File: src/hw/reset_source_pkg.sv
// Shared constants of the reset source controller: register offsets,
// legal codes, field positions, reset values and timing counts.
// Assumes a 50 MHz system clock and a 32-bit APB register bus.
package reset_source_pkg;

   // ==========================================================
   // clock and timing
   localparam int CLK_PERIOD_NS       = 20;
   localparam int SOFT_RESET_DELAY_NS = 20000;
   localparam int SOFT_RESET_CYCLES   =
      (SOFT_RESET_DELAY_NS + CLK_PERIOD_NS - 1) / CLK_PERIOD_NS;
   localparam int BROWNOUT_FILTER_NS  = 60000;
   localparam int BROWNOUT_CYCLES     =
      (BROWNOUT_FILTER_NS + CLK_PERIOD_NS - 1) / CLK_PERIOD_NS;
   localparam int RELEASE_DELAY_NS    = 50000;
   localparam int RELEASE_CYCLES      =
      (RELEASE_DELAY_NS + CLK_PERIOD_NS - 1) / CLK_PERIOD_NS;
   localparam int CNT_W               = 12;

   // ==========================================================
   // register map (byte addresses)
   localparam int ADDR_W = 12;
   localparam logic [ADDR_W-1:0] OFS_FUNC_SEL  = 12'h000;
   localparam logic [ADDR_W-1:0] OFS_FLAGS     = 12'h004;
   localparam logic [ADDR_W-1:0] OFS_THR_SEL   = 12'h008;
   localparam logic [ADDR_W-1:0] OFS_WDT_CTRL  = 12'h00C;
   localparam logic [ADDR_W-1:0] OFS_STATUS    = 12'h010;

   // ==========================================================
   // codes and reset values
   localparam logic [7:0] FUNC_SEL_IO   = 8'h55;
   localparam logic [7:0] FUNC_SEL_PIN  = 8'hAA;
   localparam logic [7:0] FUNC_SEL_POR  = 8'h55;
   localparam logic [7:0] THR_CODE_0    = 8'h55;
   localparam logic [7:0] THR_CODE_1    = 8'h33;
   localparam logic [7:0] THR_CODE_2    = 8'h99;
   localparam logic [7:0] THR_CODE_3    = 8'hAA;
   localparam logic [7:0] THR_SEL_POR   = 8'h55;
   localparam logic [7:0] WDT_CTRL_POR  = 8'h53;
   localparam logic [4:0] WDT_EN_CODE   = 5'h0A;
   localparam logic [4:0] WDT_DIS_CODE  = 5'h15;
   localparam int         WDT_EN_LSB    = 3;
   localparam int         WDT_EN_MSB    = 7;
   localparam int         WDT_WS_MSB    = 2;

   // ==========================================================
   // flag register fields
   localparam int         FLAGS_W       = 4;
   localparam logic [3:0] FLAGS_POR     = 4'h0;
   localparam int         FLAG_WDT_BIT  = 0;
   localparam int         FLAG_THR_BIT  = 1;
   localparam int         FLAG_BO_BIT   = 2;
   localparam int         FLAG_FUNC_BIT = 3;
   localparam int         STAT_TO_BIT   = 0;
   localparam int         STAT_PD_BIT   = 1;

   // ==========================================================
   // enumerations
   typedef enum logic [1:0]
   {
      MODE_NORMAL = 2'b00,
      MODE_SLOW   = 2'b01,
      MODE_IDLE   = 2'b10,
      MODE_SLEEP  = 2'b11
   } mode_type;

   typedef enum logic [1:0]
   {
      ST_RUN     = 2'b00,
      ST_HOLD    = 2'b01,
      ST_RELEASE = 2'b10
   } state_type;

endpackage : reset_source_pkg

File: src/hw/hold_timer_if.sv
// Carrier between the controller and its persistence timers.
// Assumes both ends run on the one system clock.
`timescale 1ns/10ps
interface hold_timer_if;
   logic arm;
   logic expired;
   modport owner (output arm, input expired);
   modport timer (input arm, output expired);
endinterface : hold_timer_if

File: src/hw/persist_timer.sv
// Persistence timer: flags that its arm input has stood high long enough.
// Assumes a synchronous active-high reset and an arm held as a level.
`timescale 1ns/10ps
module persist_timer
   import reset_source_pkg::*;
#(
   parameter int unsigned LIMIT = 1
)
(
   input  wire logic  clk_i,
   input  wire logic  reset_i,
   hold_timer_if.timer tmr
);
   import reset_source_pkg::*;

   localparam logic [CNT_W-1:0] LIM = CNT_W'(LIMIT);

   logic [CNT_W-1:0] cnt_r;
   logic             expired_r;

   // ==========================================================
   // count while armed, restart whenever arm drops
   always_ff @(posedge clk_i)
   begin
      if (reset_i || !tmr.arm)
         cnt_r <= '0;
      else if (cnt_r != LIM)
         cnt_r <= cnt_r + 1'b1;
   end

   // expiry is registered so the owner sees a clean level
   always_ff @(posedge clk_i)
   begin
      if (reset_i)
         expired_r <= 1'b0;
      else
         expired_r <= tmr.arm && (cnt_r == LIM);
   end

   assign tmr.expired = expired_r;

endmodule : persist_timer

File: src/hw/reset_source_control.sv
// Reset source controller: merges pin, brown-out, USB, watchdog and
// corrupted-register resets into one device reset with cause flags.
// Assumes inputs synchronous to clk_i; reset_i is the power-on reset.
//
// Notes on behaviour
// - function select outside its two legal codes resets after soft delay.
// - code 55h makes reset pin plain I/O, code AAh makes it reset.
// - function select powers up 55h; every reset but sleep warm restores.
// - illegal function code reset sets flag bit 3; software clears by zero.
// - pin driven low while selected resets the device; PC restarts at zero.
// - after pin rises the device waits an extra release delay; the code starts that delay once the pin reset restores 55h, not on pin rise.
// - brown-out detection always active in normal and slow modes.
// - brown-out detection disabled in idle and sleep modes.
// - low supply resets only when lasting beyond the filter time.
// - brown-out reset sets flag bit 2; software clears it by zero.
// - genuine brown-out reset leaves threshold select unchanged.
// - four legal threshold codes pick levels lowest to highest.
// - illegal threshold code resets after soft delay and restores 55h.
// - illegal threshold code sets flag bit 1; software clears by zero.
// - USB reset request resets the whole device.
// - watchdog time-out in normal or slow resets and sets time-out flag.
// - watchdog time-out asleep clears PC and SP, sets both status flags.
// - power-on clears both status flags; other resets keep them.
// - power-on disables interrupt enables and turns timers off.
// - power-on clears watchdog and time bases; watchdog then counts.
// - power-on makes ports inputs and points stack to its top.
// - illegal watchdog enable field requests a device reset.
// - illegal watchdog enable code sets flag bit 0; cleared by zero.
//
// The APB interface to the registers and the register addresses were left to the implementer.
`timescale 1ns/10ps
module reset_source_control
(
   input  wire logic                              clk_i,
   input  wire logic                              reset_i,
   // apb slave
   input  wire logic                              psel_i,
   input  wire logic                              penable_i,
   input  wire logic                              pwrite_i,
   input  wire logic [reset_source_pkg::ADDR_W-1:0] paddr_i,
   input  wire logic [31:0]                       pwdata_i,
   output logic      [31:0]                       prdata_o,
   output logic                                   pready_o,
   output logic                                   pslverr_o,
   // reset sources
   input  wire logic                              external_reset_pin_n_i,
   input  wire logic                              supply_low_i,
   input  wire logic                              usb_reset_req_i,
   input  wire logic                              watchdog_timeout_i,
   input  wire reset_source_pkg::mode_type        mode_i,
   // reset results and controls
   output logic                                   device_reset_o,
   output logic                                   pc_sp_clear_o,
   output logic                                   por_init_o,
   output logic                                   reset_pin_is_io_o,
   output logic                                   brownout_enable_o,
   output logic      [1:0]                        threshold_level_o,
   output logic                                   watchdog_enable_o,
   output logic                                   watchdog_clear_o,
   output logic      [2:0]                        watchdog_period_o,
   output logic                                   timeout_status_flag_o,
   output logic                                   powerdown_status_flag_o
);
   import reset_source_pkg::*;

   localparam int SOFT_MAX = 1010;
   localparam logic [CNT_W-1:0] REL_LAST = CNT_W'(RELEASE_CYCLES - 1);

   // ==========================================================
   // code checks used by decode, pending logic and checks
   function automatic logic func_sel_legal(input logic [7:0] v);
      func_sel_legal = (v == FUNC_SEL_IO) || (v == FUNC_SEL_PIN);
   endfunction : func_sel_legal

   function automatic logic thr_sel_legal(input logic [7:0] v);
      thr_sel_legal = (v == THR_CODE_0) || (v == THR_CODE_1) ||
                      (v == THR_CODE_2) || (v == THR_CODE_3);
   endfunction : thr_sel_legal

   function automatic logic [1:0] thr_level(input logic [7:0] v);
      case (v)
         THR_CODE_1: thr_level = 2'h1;
         THR_CODE_2: thr_level = 2'h2;
         THR_CODE_3: thr_level = 2'h3;
         default:    thr_level = 2'h0;
      endcase
   endfunction : thr_level

   function automatic logic wdt_code_legal(input logic [7:0] v);
      wdt_code_legal = (v[WDT_EN_MSB:WDT_EN_LSB] == WDT_EN_CODE) ||
                       (v[WDT_EN_MSB:WDT_EN_LSB] == WDT_DIS_CODE);
   endfunction : wdt_code_legal

   // ==========================================================
   // state
   state_type        state_r;
   state_type        state_nxt;
   logic [CNT_W-1:0] rel_cnt_r;
   logic [7:0]       reset_function_select_r;
   logic [7:0]       brownout_threshold_select_r;
   logic [7:0]       watchdog_control_reg_r;
   logic [3:0]       reset_cause_flags_r;
   logic [3:0]       flag_set;
   logic             timeout_flag_r;
   logic             powerdown_flag_r;
   logic             pend_func_r;
   logic             pend_thr_r;
   logic             pend_wdt_r;
   logic             warm_clear_r;
   logic             por_init_r;
   logic [31:0]      rd_data_r;

   logic sleepy;
   logic pin_reset;
   logic bo_arm;
   logic bo_fire;
   logic soft_fire;
   logic wdt_normal;
   logic wdt_sleep;
   logic other_reset;
   logic start_reset;
   logic hold_level;
   logic apb_access;
   logic addr_hit;
   logic wr_en;

   hold_timer_if bo_tmr ();
   hold_timer_if soft_tmr ();

   // ==========================================================
   // reset source decode
   assign sleepy      = (mode_i == MODE_IDLE) || (mode_i == MODE_SLEEP);
   assign brownout_enable_o = !sleepy;
   assign pin_reset   = (reset_function_select_r == FUNC_SEL_PIN) &&
                        !external_reset_pin_n_i;
   assign bo_arm      = brownout_enable_o && supply_low_i;
   assign bo_tmr.arm  = bo_arm;
   assign bo_fire     = bo_tmr.expired && bo_arm;
   assign soft_tmr.arm = pend_func_r || pend_thr_r || pend_wdt_r;
   // pending qualifies expiry so one request fires exactly once
   assign soft_fire   = soft_tmr.expired && soft_tmr.arm;
   assign wdt_normal  = watchdog_timeout_i && !sleepy;
   assign wdt_sleep   = watchdog_timeout_i && sleepy;
   assign other_reset = pin_reset || usb_reset_req_i ||
                        wdt_normal || soft_fire;
   assign start_reset = other_reset || bo_fire;
   assign hold_level  = pin_reset || bo_arm;

   // brown-out must persist past the filter time
   persist_timer #(
      .LIMIT (BROWNOUT_CYCLES)
   ) u_bo_filter (
      .clk_i   (clk_i),
      .reset_i (reset_i),
      .tmr     (bo_tmr)
   );

   // delay between a corrupted code and its reset
   persist_timer #(
      .LIMIT (SOFT_RESET_CYCLES)
   ) u_soft_delay (
      .clk_i   (clk_i),
      .reset_i (reset_i),
      .tmr     (soft_tmr)
   );

   // ==========================================================
   // corrupted-code requests latch until their reset fires
   always_ff @(posedge clk_i)
   begin
      if (reset_i || soft_fire)
      begin
         pend_func_r <= 1'b0;
         pend_thr_r  <= 1'b0;
         pend_wdt_r  <= 1'b0;
      end
      else
      begin
         // later legal writes cannot cancel a latched request
         pend_func_r <= pend_func_r ||
                        !func_sel_legal(reset_function_select_r);
         pend_thr_r  <= pend_thr_r ||
                        !thr_sel_legal(brownout_threshold_select_r);
         pend_wdt_r  <= pend_wdt_r ||
                        !wdt_code_legal(watchdog_control_reg_r);
      end
   end

   // ==========================================================
   // reset sequencer
   always_comb
   begin
      state_nxt = state_r;
      case (state_r)
         ST_RUN:
            if (start_reset)
               state_nxt = ST_HOLD;
         ST_HOLD:
            if (!hold_level)
               state_nxt = ST_RELEASE;
         ST_RELEASE:
            if (start_reset)
               state_nxt = ST_HOLD;
            else if (rel_cnt_r == REL_LAST)
               state_nxt = ST_RUN;
         default:
            state_nxt = ST_RUN;
      endcase
   end

   // power-on also walks through the release delay
   always_ff @(posedge clk_i)
   begin
      if (reset_i)
         state_r <= ST_RELEASE;
      else
         state_r <= state_nxt;
   end

   always_ff @(posedge clk_i)
   begin
      if (reset_i || state_r != ST_RELEASE || start_reset)
         rel_cnt_r <= '0;
      else
         rel_cnt_r <= rel_cnt_r + 1'b1;
   end

   // power-on initialisation lasts through the first run cycle
   always_ff @(posedge clk_i)
   begin
      if (reset_i)
         por_init_r <= 1'b1;
      else if (state_r == ST_RUN)
         por_init_r <= 1'b0;
   end

   // warm clear: only PC and SP, rest of the device keeps running
   always_ff @(posedge clk_i)
   begin
      if (reset_i)
         warm_clear_r <= 1'b0;
      else
         warm_clear_r <= wdt_sleep && (state_r == ST_RUN);
   end

   // ==========================================================
   // apb slave: zero wait states, read data captured in setup
   assign apb_access = psel_i && penable_i;
   assign addr_hit   = (paddr_i == OFS_FUNC_SEL) || (paddr_i == OFS_FLAGS) ||
                       (paddr_i == OFS_THR_SEL) ||
                       (paddr_i == OFS_WDT_CTRL) || (paddr_i == OFS_STATUS);
   assign wr_en      = apb_access && pwrite_i;
   assign pready_o   = apb_access;
   assign pslverr_o  = apb_access && !addr_hit;
   assign prdata_o   = rd_data_r;

   always_ff @(posedge clk_i)
   begin
      if (reset_i)
         rd_data_r <= '0;
      else if (psel_i && !penable_i)
         case (paddr_i)
            OFS_FUNC_SEL: rd_data_r <= {24'h0, reset_function_select_r};
            OFS_FLAGS:    rd_data_r <= {28'h0, reset_cause_flags_r};
            OFS_THR_SEL:  rd_data_r <= {24'h0, brownout_threshold_select_r};
            OFS_WDT_CTRL: rd_data_r <= {24'h0, watchdog_control_reg_r};
            OFS_STATUS:   rd_data_r <= {28'h0, state_r,
                                        powerdown_flag_r, timeout_flag_r};
            default:      rd_data_r <= '0;
         endcase
   end

   // ==========================================================
   // control registers; a reset restore beats a same-cycle write
   always_ff @(posedge clk_i)
   begin
      if (reset_i || start_reset)
         reset_function_select_r <= FUNC_SEL_POR;
      else if (wr_en && paddr_i == OFS_FUNC_SEL)
         reset_function_select_r <= pwdata_i[7:0];
   end

   // a genuine brown-out alone keeps the chosen threshold
   always_ff @(posedge clk_i)
   begin
      if (reset_i || other_reset)
         brownout_threshold_select_r <= THR_SEL_POR;
      else if (wr_en && paddr_i == OFS_THR_SEL)
         brownout_threshold_select_r <= pwdata_i[7:0];
   end

   always_ff @(posedge clk_i)
   begin
      if (reset_i || start_reset)
         watchdog_control_reg_r <= WDT_CTRL_POR;
      else if (wr_en && paddr_i == OFS_WDT_CTRL)
         watchdog_control_reg_r <= pwdata_i[7:0];
   end

   // ==========================================================
   // cause flags: writing zero clears, writing one does nothing,
   // and a hardware set in the same cycle wins
   always_comb
   begin
      flag_set = '0;
      flag_set[FLAG_FUNC_BIT] = soft_fire && pend_func_r;
      flag_set[FLAG_BO_BIT]   = bo_fire;
      flag_set[FLAG_THR_BIT]  = soft_fire && pend_thr_r;
      flag_set[FLAG_WDT_BIT]  = soft_fire && pend_wdt_r;
   end

   always_ff @(posedge clk_i)
   begin
      if (reset_i)
         reset_cause_flags_r <= FLAGS_POR;
      else if (wr_en && paddr_i == OFS_FLAGS)
         reset_cause_flags_r <= (reset_cause_flags_r &
                                 pwdata_i[FLAGS_W-1:0]) | flag_set;
      else
         reset_cause_flags_r <= reset_cause_flags_r | flag_set;
   end

   // status flags: only power-on clears them
   always_ff @(posedge clk_i)
   begin
      if (reset_i)
      begin
         timeout_flag_r   <= 1'b0;
         powerdown_flag_r <= 1'b0;
      end
      else
      begin
         timeout_flag_r   <= timeout_flag_r || watchdog_timeout_i;
         powerdown_flag_r <= powerdown_flag_r || wdt_sleep;
      end
   end

   // ==========================================================
   // outputs
   assign device_reset_o          = (state_r != ST_RUN);
   assign pc_sp_clear_o           = device_reset_o || warm_clear_r;
   assign por_init_o              = por_init_r;
   assign reset_pin_is_io_o       = (reset_function_select_r == FUNC_SEL_IO);
   assign threshold_level_o       = thr_level(brownout_threshold_select_r);
   // watchdog counters held clear in reset, counting from first run cycle
   assign watchdog_clear_o        = device_reset_o;
   assign watchdog_enable_o       = (state_r == ST_RUN) &&
      (watchdog_control_reg_r[WDT_EN_MSB:WDT_EN_LSB] == WDT_EN_CODE);
   assign watchdog_period_o       = watchdog_control_reg_r[WDT_WS_MSB:0];
   assign timeout_status_flag_o   = timeout_flag_r;
   assign powerdown_status_flag_o = powerdown_flag_r;

   // ==========================================================
   // checks
   logic [CNT_W-1:0] low_run_r;
   always_ff @(posedge clk_i)
   begin
      if (reset_i || !bo_arm)
         low_run_r <= '0;
      else if (low_run_r != {CNT_W{1'b1}})
         low_run_r <= low_run_r + 1'b1;
   end

   // run cycles a corrupted code has stood; too long to unroll as a range
   logic [CNT_W-1:0] func_wait_r;
   logic [CNT_W-1:0] wdt_wait_r;
   always_ff @(posedge clk_i)
   begin
      if (reset_i || state_r != ST_RUN ||
          func_sel_legal(reset_function_select_r))
         func_wait_r <= '0;
      else
         func_wait_r <= func_wait_r + 1'b1;
   end

   always_ff @(posedge clk_i)
   begin
      if (reset_i || state_r != ST_RUN ||
          wdt_code_legal(watchdog_control_reg_r))
         wdt_wait_r <= '0;
      else
         wdt_wait_r <= wdt_wait_r + 1'b1;
   end

   illegal_func_a: assert property (@(posedge clk_i) disable iff (reset_i)
      func_wait_r < CNT_W'(SOFT_MAX))
      else $error("corrupt function code did not reset");

   func_flag_a: assert property (@(posedge clk_i) disable iff (reset_i)
      (soft_fire && pend_func_r) |=> reset_cause_flags_r[FLAG_FUNC_BIT]
         && reset_function_select_r == FUNC_SEL_POR)
      else $error("function code flag not set");

   flag_one_a: assert property (@(posedge clk_i) disable iff (reset_i)
      (wr_en && paddr_i == OFS_FLAGS && !reset_cause_flags_r[FLAG_WDT_BIT]
         && !flag_set[FLAG_WDT_BIT]) |=> !reset_cause_flags_r[FLAG_WDT_BIT])
      else $error("writing one set a cause flag");

   pin_reset_a: assert property (@(posedge clk_i) disable iff (reset_i)
      pin_reset |=> device_reset_o)
      else $error("pin low did not reset");

   release_wait_a: assert property (@(posedge clk_i) disable iff (reset_i)
      (state_r == ST_HOLD && !hold_level && !start_reset)
      |=> (device_reset_o [*8]))
      else $error("release delay cut short");

   bo_sleep_a: assert property (@(posedge clk_i) disable iff (reset_i)
      sleepy |-> !brownout_enable_o && !bo_fire)
      else $error("brown-out active while asleep");

   bo_filter_a: assert property (@(posedge clk_i) disable iff (reset_i)
      bo_fire |-> low_run_r >= CNT_W'(BROWNOUT_CYCLES))
      else $error("brown-out fired before filter time");

   bo_keep_thr_a: assert property (@(posedge clk_i) disable iff (reset_i)
      (bo_fire && !other_reset && !wr_en) |=>
      brownout_threshold_select_r == $past(brownout_threshold_select_r)
         && reset_cause_flags_r[FLAG_BO_BIT])
      else $error("brown-out changed threshold select");

   thr_restore_a: assert property (@(posedge clk_i) disable iff (reset_i)
      (soft_fire && pend_thr_r) |=>
      brownout_threshold_select_r == THR_SEL_POR
         && reset_cause_flags_r[FLAG_THR_BIT])
      else $error("corrupt threshold not restored");

   wdt_run_a: assert property (@(posedge clk_i) disable iff (reset_i)
      (wdt_normal && state_r == ST_RUN) |=>
      state_r == ST_HOLD && timeout_status_flag_o)
      else $error("watchdog time-out did not reset");

   wdt_sleep_a: assert property (@(posedge clk_i) disable iff (reset_i)
      (wdt_sleep && state_r == ST_RUN && !start_reset) |=>
      pc_sp_clear_o && !device_reset_o && timeout_status_flag_o
         && powerdown_status_flag_o)
      else $error("warm watchdog clear wrong");

   wdt_code_a: assert property (@(posedge clk_i) disable iff (reset_i)
      wdt_wait_r < CNT_W'(SOFT_MAX))
      else $error("corrupt watchdog code did not reset");

endmodule : reset_source_control

File: config.mk
export PLATFORM = sky130hd
export DESIGN_NAME = reset_source_control
export DESIGN_NICKNAME = d
export VERILOG_FILES = /design/src/hw/reset_source_pkg.sv /design/src/hw/hold_timer_if.sv /design/src/hw/persist_timer.sv /design/src/hw/reset_source_control.sv
export SDC_FILE = /design/constraint.sdc
export NUM_CORES = 1
export LEC_CHECK = 0
export BUFFER_PORTS_ARGS = -buffer_cell sky130_fd_sc_hd__buf_2
export CAP_MARGIN = 20
export CORE_ASPECT_RATIO = 0.75
export CORE_MARGIN = 4
export CORE_UTILIZATION = 38
export DETAILED_ROUTE_END_ITERATION = 6
export GPL_TIMING_DRIVEN = 0
export PLACE_DENSITY = 0.59
export SLEW_MARGIN = 40
export SYNTH_ARGS = -nofsm -noshare
export SYNTH_HDL_FRONTEND = slang
export SYNTH_HIERARCHICAL = 1
export SYNTH_SLANG_ARGS = --single-unit
File: constraint.sdc
create_clock -name clk_i -period 1.76 [get_ports clk_i]
set_input_delay 0.352 -clock clk_i [delete_from_list [all_inputs] [get_ports clk_i]]
set_output_delay 0.352 -clock clk_i [all_outputs]
set_load 0.03 [all_outputs]
; ---- Word level (Yosys, flattened, before mapping)
; Index checks and enable logic that the tools add are counted.
; Widths: inputs -> output; s select.
[totals]
ff_bits = 107
inputBits = 55
output_inout_bits = 48
word_cells = 121
[classes]
add_sub_neg = 3
eq_ne = 25
muxes = 8
n_bitwise = 3
reduce_logical = 64
[op_table]
columns = operator, count
row1 = $pmux 8 s5, 1
row2 = $add 12x1->12 const B, 3
row3 = $logic_or 1x1->1, 30
row4 = $eq 12x12->1 const B, 2
row5 = $eq 12x4->1 const B, 2
row6 = $eq 8x8->1 const B, 3
row7 = $logic_and 1x1->1, 21
row8 = $eq 8x7->1 const B, 2
row9 = $eq 12x10->1 const B, 1
row10 = $eq 12x3->1 const B, 1
row11 = $eq 12x5->1 const B, 1
row12 = $logic_not 12->1, 1
row13 = $ne 12x10->1 const B, 1
row14 = $ne 12x12->1 const B, 1
row15 = $pmux 2 s3, 2
row16 = $logic_not 1->1, 9
row17 = $eq 8x6->1 const B, 1
row18 = $mux 2, 4
row19 = $or 4x4->4, 2
row20 = $eq 2x2->1 const B, 3
row21 = $ne 2x2->1 const B, 3
row22 = $eq 5x4->1 const B, 1
row23 = $eq 5x5->1 const B, 1
row24 = $and 4x4->4, 1
row25 = other kinds (6), 6

; ---- Longest topological paths before layout
; Gate-level depths: netlist of run 1.
[logic_depth]
ltp_word = 9
ltp_mapped = 5

; ---- By module
; Netlist of run 1, hierarchy kept.
[by_module_without_submodules]
columns = mod, n_inst, cells_per_inst, area_each_um2, seq_area_each_um2
row1 = reset_source_control, 1, 324, 2975.4, 1141.1
row2 = persist_timer (u_bo_filter), 1, 73, 659.4, 260.2
row3 = persist_timer (u_soft_delay), 1, 72, 659.4, 260.2

; ---- Worst setup path after synthesis of run 1
; OpenSTA, ideal clock, no wires.
[synth_path]
kind = flip-flop to output port
from = reg brownout_threshold_select_r[4]
to = out threshold_level_o[0]
arrival_time_ns = 1.589
setup_slack_ns = -0.181
stages_incl_launch_ff = 4
n_path_buf = 0
cell_sequence = dfxtp_1 nor4bb_1 a31oi_1 nor4_1
[synth_via]
elab_chain_len = 2
word_cells_on_any_way = 4
classes_between = eq/ne (3) / mux (1)
[synth_rtl]
columns = element, line
row1 = from (decl), reset_source_control.sv:100  ; logic [7:0] brownout_threshold_select_r;
row2 = from (signal assigned), reset_source_control.sv:289  ; brownout_threshold_select_r <= pwdata_i[7:0];
row3 = $eq 8x8->1 / $eq 8x6->1 (equally long branches), reset_source_control.sv:81  ; case (v)
row4 = $pmux 2 s3 *, reset_source_control.sv:81
row5 = to (decl), reset_source_control.sv:57  ; output logic [1:0] threshold_level_o,
; Mark *: on every way between the ends. The rest lies on a longest branch, timed or not.

; ---- Worst setup path in the final report of run 1
[layout_path]
from = reg brownout_threshold_select_r[7]
to = out threshold_level_o[0]
; The elaborated chain is that of the path after synthesis.

==> results.toml, run 1 <==
[hold_path]
hp-class = "input port to flop"

[critical_path]
cp.arrival_ns = 1.45
start_kind = "flop"
slowest_delay_ns = 0.38
worst_path_max_delay_cell = "dfxtp_4"
critPathTopFamily = "simple AND/OR/NAND/NOR gates"
critPathKind = "flop to output pin"
path_cells = "nor4bb_4 -> a31oi_2 -> nor4_2 -> buf_4"
path_buf_inv = 1
cp.required_ns = 1.41
worstPathMaxFanout = 6
end_kind = "output pin"

[synthesis]
synth_compound_gate_area_share_pct = 11.9
yosysSeqAreaShare_pct = 38.7
ys_seq_elements = 83
yosys.area_share.simple_pct = 28.4
synthXorXnorAreaFrac_pct = 2.86
synth-edff-count = 0
netlist.area_leader.share_pct = 38.7
synth_top_family_by_area = "simple AND/OR/NAND/NOR gates"
yosys-top-cells-area = "dfxtp_1, mux2i_1, buf_4"
ys.flop_type = "dfxtp_1"
synth_fa_ha_area_share_pct = 1.46
synthArstFlopShare_pct = 0
post_synth_instance_area_um2 = 4290
synth_top_area_cell = "dfxtp_1"
synth.area.mux_share_pct = 9.03
syn_avg_cell_area_um2 = 9.16
synth.distinct_cells = 65
synthCells = 469
ys_warn_count = 6

[clocking]
insertion_delay_ns = 0.34
h-tree-depth = 3
cts_tree = "done"
clkSlewWorstSetupHoldPaths_ns = 0.06
numClockSinks = 83
cts_buffers = 9
root_buffer = "clkbuf_16"
cts_max_path_buffers = 2

[finish]
final_area_um2 = 5330
final_core_util_pct = 48.5
nets = 617
layout_common_cells = "dfxtp_1, buf_2, nor2_1"
num_antenna_cells = 0
final_common_cell = "dfxtp_1"
syn_to_final_growth_pct = 24.0
fillers = 1045
drive_above_1_share_pct = 28.1

[power]
p_leak_nw = 2.27
power_density_nw_per_um2 = 809
peakVddDrop_v = 0.000589

[global_route]
antenna_found_initial = 0
grt_pass1_wl_um = 16500
grt_max_degree = 15
grtUsageTotal_pct = 16.0
grt_pass1_vias = 3341
grt-ovfl-total = 0

[timing]
fin_ws_ns = -0.0431
tightestPinTransition_ns = 0.559
fmaxAchievable_mhz = 555
slew_violations = 0
period_share_pct = 102
finalSetupViolations = 1
rsz0062_at_grt = "true"
fin_skew_ns = 0.00542
hold_violations = 0
relSlewSlack_pct = 62.8
fin_crit_ns = 1.80

[drt]
drc = 0
dr.pass1.iters = 4
wl_per_cell_um = 14.8
wirelength_um = 10400
first_iter_violations = 207
vias = 3672
ant_nets = 0
via_per_inst = 5.23

[run_status]
violations = "negative setup slack"
status = "finished with violations"

[floorplan]
num_rows = 33
dieWidth_um = 131
die_h_um = 100
start_util_pct = 39.1
die_area_um2 = 13100
core_area_um2 = 11000
num_io_pins = 103

[placement]
place.gp.congestion = 0.791
post_dp_cell_area_um2 = 4830
hpwl_um = 7790
io_buffers = 52

[flow_run]
maxCapViolCount = 0
[final timing paths]
| check | from | to | slack, ns | cells after the start |
|---|---|---|---|---|
| max | brownout_threshold_select_r[7] | threshold_level_o[0] | -0.04 | 4 |
| min | watchdog_timeout_i | timeout_status_flag_o | 0.28 | 3 |
| max reg2reg | pend_wdt_r | rel_cnt_r[1] | 0.14 | 4 |
| min reg2reg | rel_cnt_r[0] | rel_cnt_r[0] | 0.44 | 1 |
[worst reg2reg max path, stage by stage (launching register included)]
cell and delay [ns]:
dfxtp_1 0.33, o31a_1 0.35, nor2_1 0.23, and3_1 0.44, and3_1 0.22
[synth_stat cells (8+ instances only)]
cell and n:
mux2i_1 32, a21oi_1 20, nand4_1 12, nand2_1 31, nor4_1 11, o31ai_1 10
buf_4 28, dfxtp_1 83, nor2_1 40, o21ai_0 13, clkbuf_1 8, xor2_1 11
nor3_1 12, nand3_1 15, inv_1 17
[per-layer routing]
layer	up-vias	routed length [µm]	track usage [%]
li1	1861	-	-
met1	1732	5010	22.1
met2	71	4810	25.2
met3	8	472	3.88
met4	0	74	3.95
met5	-	0	0
[sequential cells by signal, summed over array words and instances (netlist names)]
name                         count
brownout_threshold_select_r      8
pend_wdt_r                       1
timeout_status_flag_o            1
u_bo_filter/cnt_r               12
u_bo_filter/tmr.expired          1
u_soft_delay/tmr.expired         1
rel_cnt_r                       12
powerdown_status_flag_o          1
pend_thr_r                       1
reset_cause_flags_r              4
prdata_o                         8
u_soft_delay/cnt_r              12
por_init_o                       1
reset_function_select_r          8
pend_func_r                      1
watchdog_control_reg_r           8
state_r                          2
warm_clear_r                     1
[cells by family after synthesis]
| logic type | count (synthesis) |
|---|---|
| simple gates | 197 |
| flops | 83 |
| compound gates | 75 |
| buf+inv | 56 |
| mux | 38 |
| xor+xnor | 14 |
| fa+ha+maj | 5 |
| other cells | 1 |
[metrics by stage]
step                      cells  worst slack, ns  hold slack [ns]  TNS [ns]  power (mW)
after floorplan             492           0.0760            0.413         0        2.23
after global placement      684           -0.247            0.423     -7.48        2.34
after detailed placement    684           -0.237            0.434     -8.18        2.34
after CTS                   702          -0.0660            0.258   -0.0660        4.36
after global routing        702           -0.158            0.270    -0.233        4.49
final                       702          -0.0431            0.277   -0.0431        4.31
[what timing repair did]
item,in CTS,in global routing
pin swaps,4,4
hold buffers,0,0
setup endpoints to repair,6,25
gates resized for setup,22,19
buffers inserted,3,1
[area by class of cell]
cell class                 instances  area, µm²  area share, %
clock inverter                     7       91.3           1.72
tap                              140        175           3.29
clock buffer                       9        225           4.23
inverter                          17       63.8           1.20
timing repair buffer              56        308           5.78
multi-input combinational        353       2520           47.4
sequential                        83       1680           31.6
buffer                            37        254           4.77
[power breakdown]
part	leakage [nW]	internal, mW	total, mW	switching [mW]
Sequential	0.674	1.89	1.91	0.0147
Combinational	1.44	0.140	0.400	0.260
Clock	0.156	1.24	2.00	0.762
No activity file was read; power rests on OpenSTA's default activity.
==> inputs of run 2 (changes only) <==
- CELL_PAD_IN_SITES_DETAIL_PLACEMENT: not set -> 1
- CELL_PAD_IN_SITES_GLOBAL_PLACEMENT: not set -> 1
- CORE_ASPECT_RATIO: 0.75 -> 0.9
- CORE_UTILIZATION: 38 -> 36
- MAX_ROUTING_LAYER: not set -> met4
- PLACE_DENSITY: 0.59 -> 0.73
==> run 2 against run 1 <==
Net effect: the flow still finishes with violations (negative setup slack); setup slack worse by 0.026 ns; final cell count rose by 3.0%; clock skew grew 0.0061 ns; cell area rose by 1.6%; total power decreased by 1.7%; die area grew 5.0%; count of clock-buffer cells in the layout up 1; combinational power rose by 5.0%; sequential share of layout area shrank 0.45 points; sequential cell count is the same; sequential power about the same; register-to-register slack worse by 0.02 ns; largest cell class unchanged; highest routed layer unchanged.
==> results.toml, run 2 (synthesized netlist as in run 1, its figures left out) <==
[run_status]
status = "finished with violations"
violations = "negative setup slack"

[floorplan]
die_h_um = 112
num_io_pins = 103
start_util_pct = 37.3
dieWidth_um = 123
core_area_um2 = 11500
die_area_um2 = 13700
num_rows = 37

[power]
p_leak_nw = 2.29
peakVddDrop_v = 0.000363
power_density_nw_per_um2 = 783

[critical_path]
end_kind = "output pin"
worstPathMaxFanout = 6
crit_end = "threshold_level_o[0]"
regToRegEndpoint = "u_bo_filter/cnt_r[10]"
crit_start = "brownout_threshold_select_r[7]"
rrSetupSlack_ns = 0.12
r2r_start = "u_bo_filter/cnt_r[0]"
r2r_cells = 4
critPathKind = "flop to output pin"
cp.required_ns = 1.41
start_kind = "flop"
cp.arrival_ns = 1.48

[finish]
final_common_cell = "dfxtp_1"
layout_common_cells = "dfxtp_1, buf_2, nor2_1, buf_4, mux2i_1"
num_antenna_cells = 0
final_area_um2 = 5410
reg.largest.list = "rel_cnt_r (12), u_bo_filter/cnt_r (12), u_soft_delay/cnt_r (12)"
nets = 623
syn_to_final_growth_pct = 26.0
drive_above_1_share_pct = 29.3
final_core_util_pct = 46.9

[timing]
relSlewSlack_pct = 53.8
fmaxAchievable_mhz = 547
fin_ws_ns = -0.0696
fin_crit_ns = 1.83
period_share_pct = 104
slew_violations = 0
finalSetupViolations = 2
rsz0062_at_grt = "true"
fin_skew_ns = 0.0115
hold_violations = 0
tightestPinTransition_ns = 0.688
tns_ns = -0.0962

[drt]
vias = 3833
drc = 0
first_iter_violations = 192
via_per_inst = 5.30
wirelength_um = 12200
dr.pass1.iters = 4
wl_per_cell_um = 16.9
ant_nets = 0

[clocking]
clkSlewWorstSetupHoldPaths_ns = 0.06
insertion_delay_ns = 0.34
root_buffer = "clkbuf_16"
cts-hold-fix-buffers = 0
cts_max_path_buffers = 2
h-tree-depth = 3
cts_tree = "done"
numClockSinks = 83
cts_buffers = 9

[global_route]
antenna_found_initial = 0
grt_max_degree = 15
grt_pass1_vias = 3981
grt-ovfl-total = 0
grt_pass1_wl_um = 19900
grtUsageTotal_pct = 18.6

[placement]
post_dp_cell_area_um2 = 4850
hpwl_um = 9050
dp_slack_ns = -0.487
io_buffers = 52
place.gp.congestion = 0.841

[flow_run]
maxCapViolCount = 0

[hold_path]
hp-class = "input port to flop"
-- run 2: area by class of cell --
type	count	area, µm²
buffer	38	259
clock buffer	10	239
clock inverter	5	62.6
fill	1333	6120
inverter	17	63.8
multi-input combinational	353	2560
sequential	83	1690
tap	156	195
timing repair buffer	61	345
-- run 2: per-layer routing --
layer  GRT usage [%]  share of wire, %  wire length, µm
met1            21.9                45             5460
met2            30.7                50             6080
met3            4.16               3.7              454
met4            7.31               2.0              244
met5               -                 0                0
-- run 2: power breakdown --
part	internal (mW)	switching, mW	total (mW)
logic	0.146	0.274	0.420
registers	1.89	0.0171	1.91
clock network	1.14	0.771	1.91
-- run 2: worst min-delay path by stage --
stage,start,endpoint,cells past startpoint
2_1_floorplan,rel_cnt_r[0],rel_cnt_r[0],1
3_3_place_gp,rel_cnt_r[0],rel_cnt_r[0],1
3_5_place_dp,rel_cnt_r[0],rel_cnt_r[0],1
4_1_cts,watchdog_timeout_i,warm_clear_r,3
5_1_grt,watchdog_timeout_i,warm_clear_r,3
6_report,watchdog_timeout_i,warm_clear_r,3
-- run 2: through the flow --
stage / instances / power [mW] / hold slack (ns)
after global placement: 700 / 2.35 / 0.421
after global routing: 723 / 4.41 / 0.279
after floorplan: 492 / 2.23 / 0.413
final: 723 / 4.24 / 0.286
after CTS: 717 / 4.28 / 0.276
after detailed placement: 700 / 2.35 / 0.449
-- run 2: worst max-delay path, cell delays in order (launching register included) --
cell and delay [ns]:
dfxtp_4 0.37, nor4bb_4 0.30, a31oi_2 0.07, nor4_2 0.19, buf_4 0.21
-- run 2: what timing repair did --
item / CTS / global route
pin swaps: 5 / 8
endpoints found under the setup margin: 26 / 31
gates resized for setup: 20 / 31
buffers inserted: 3 / 6
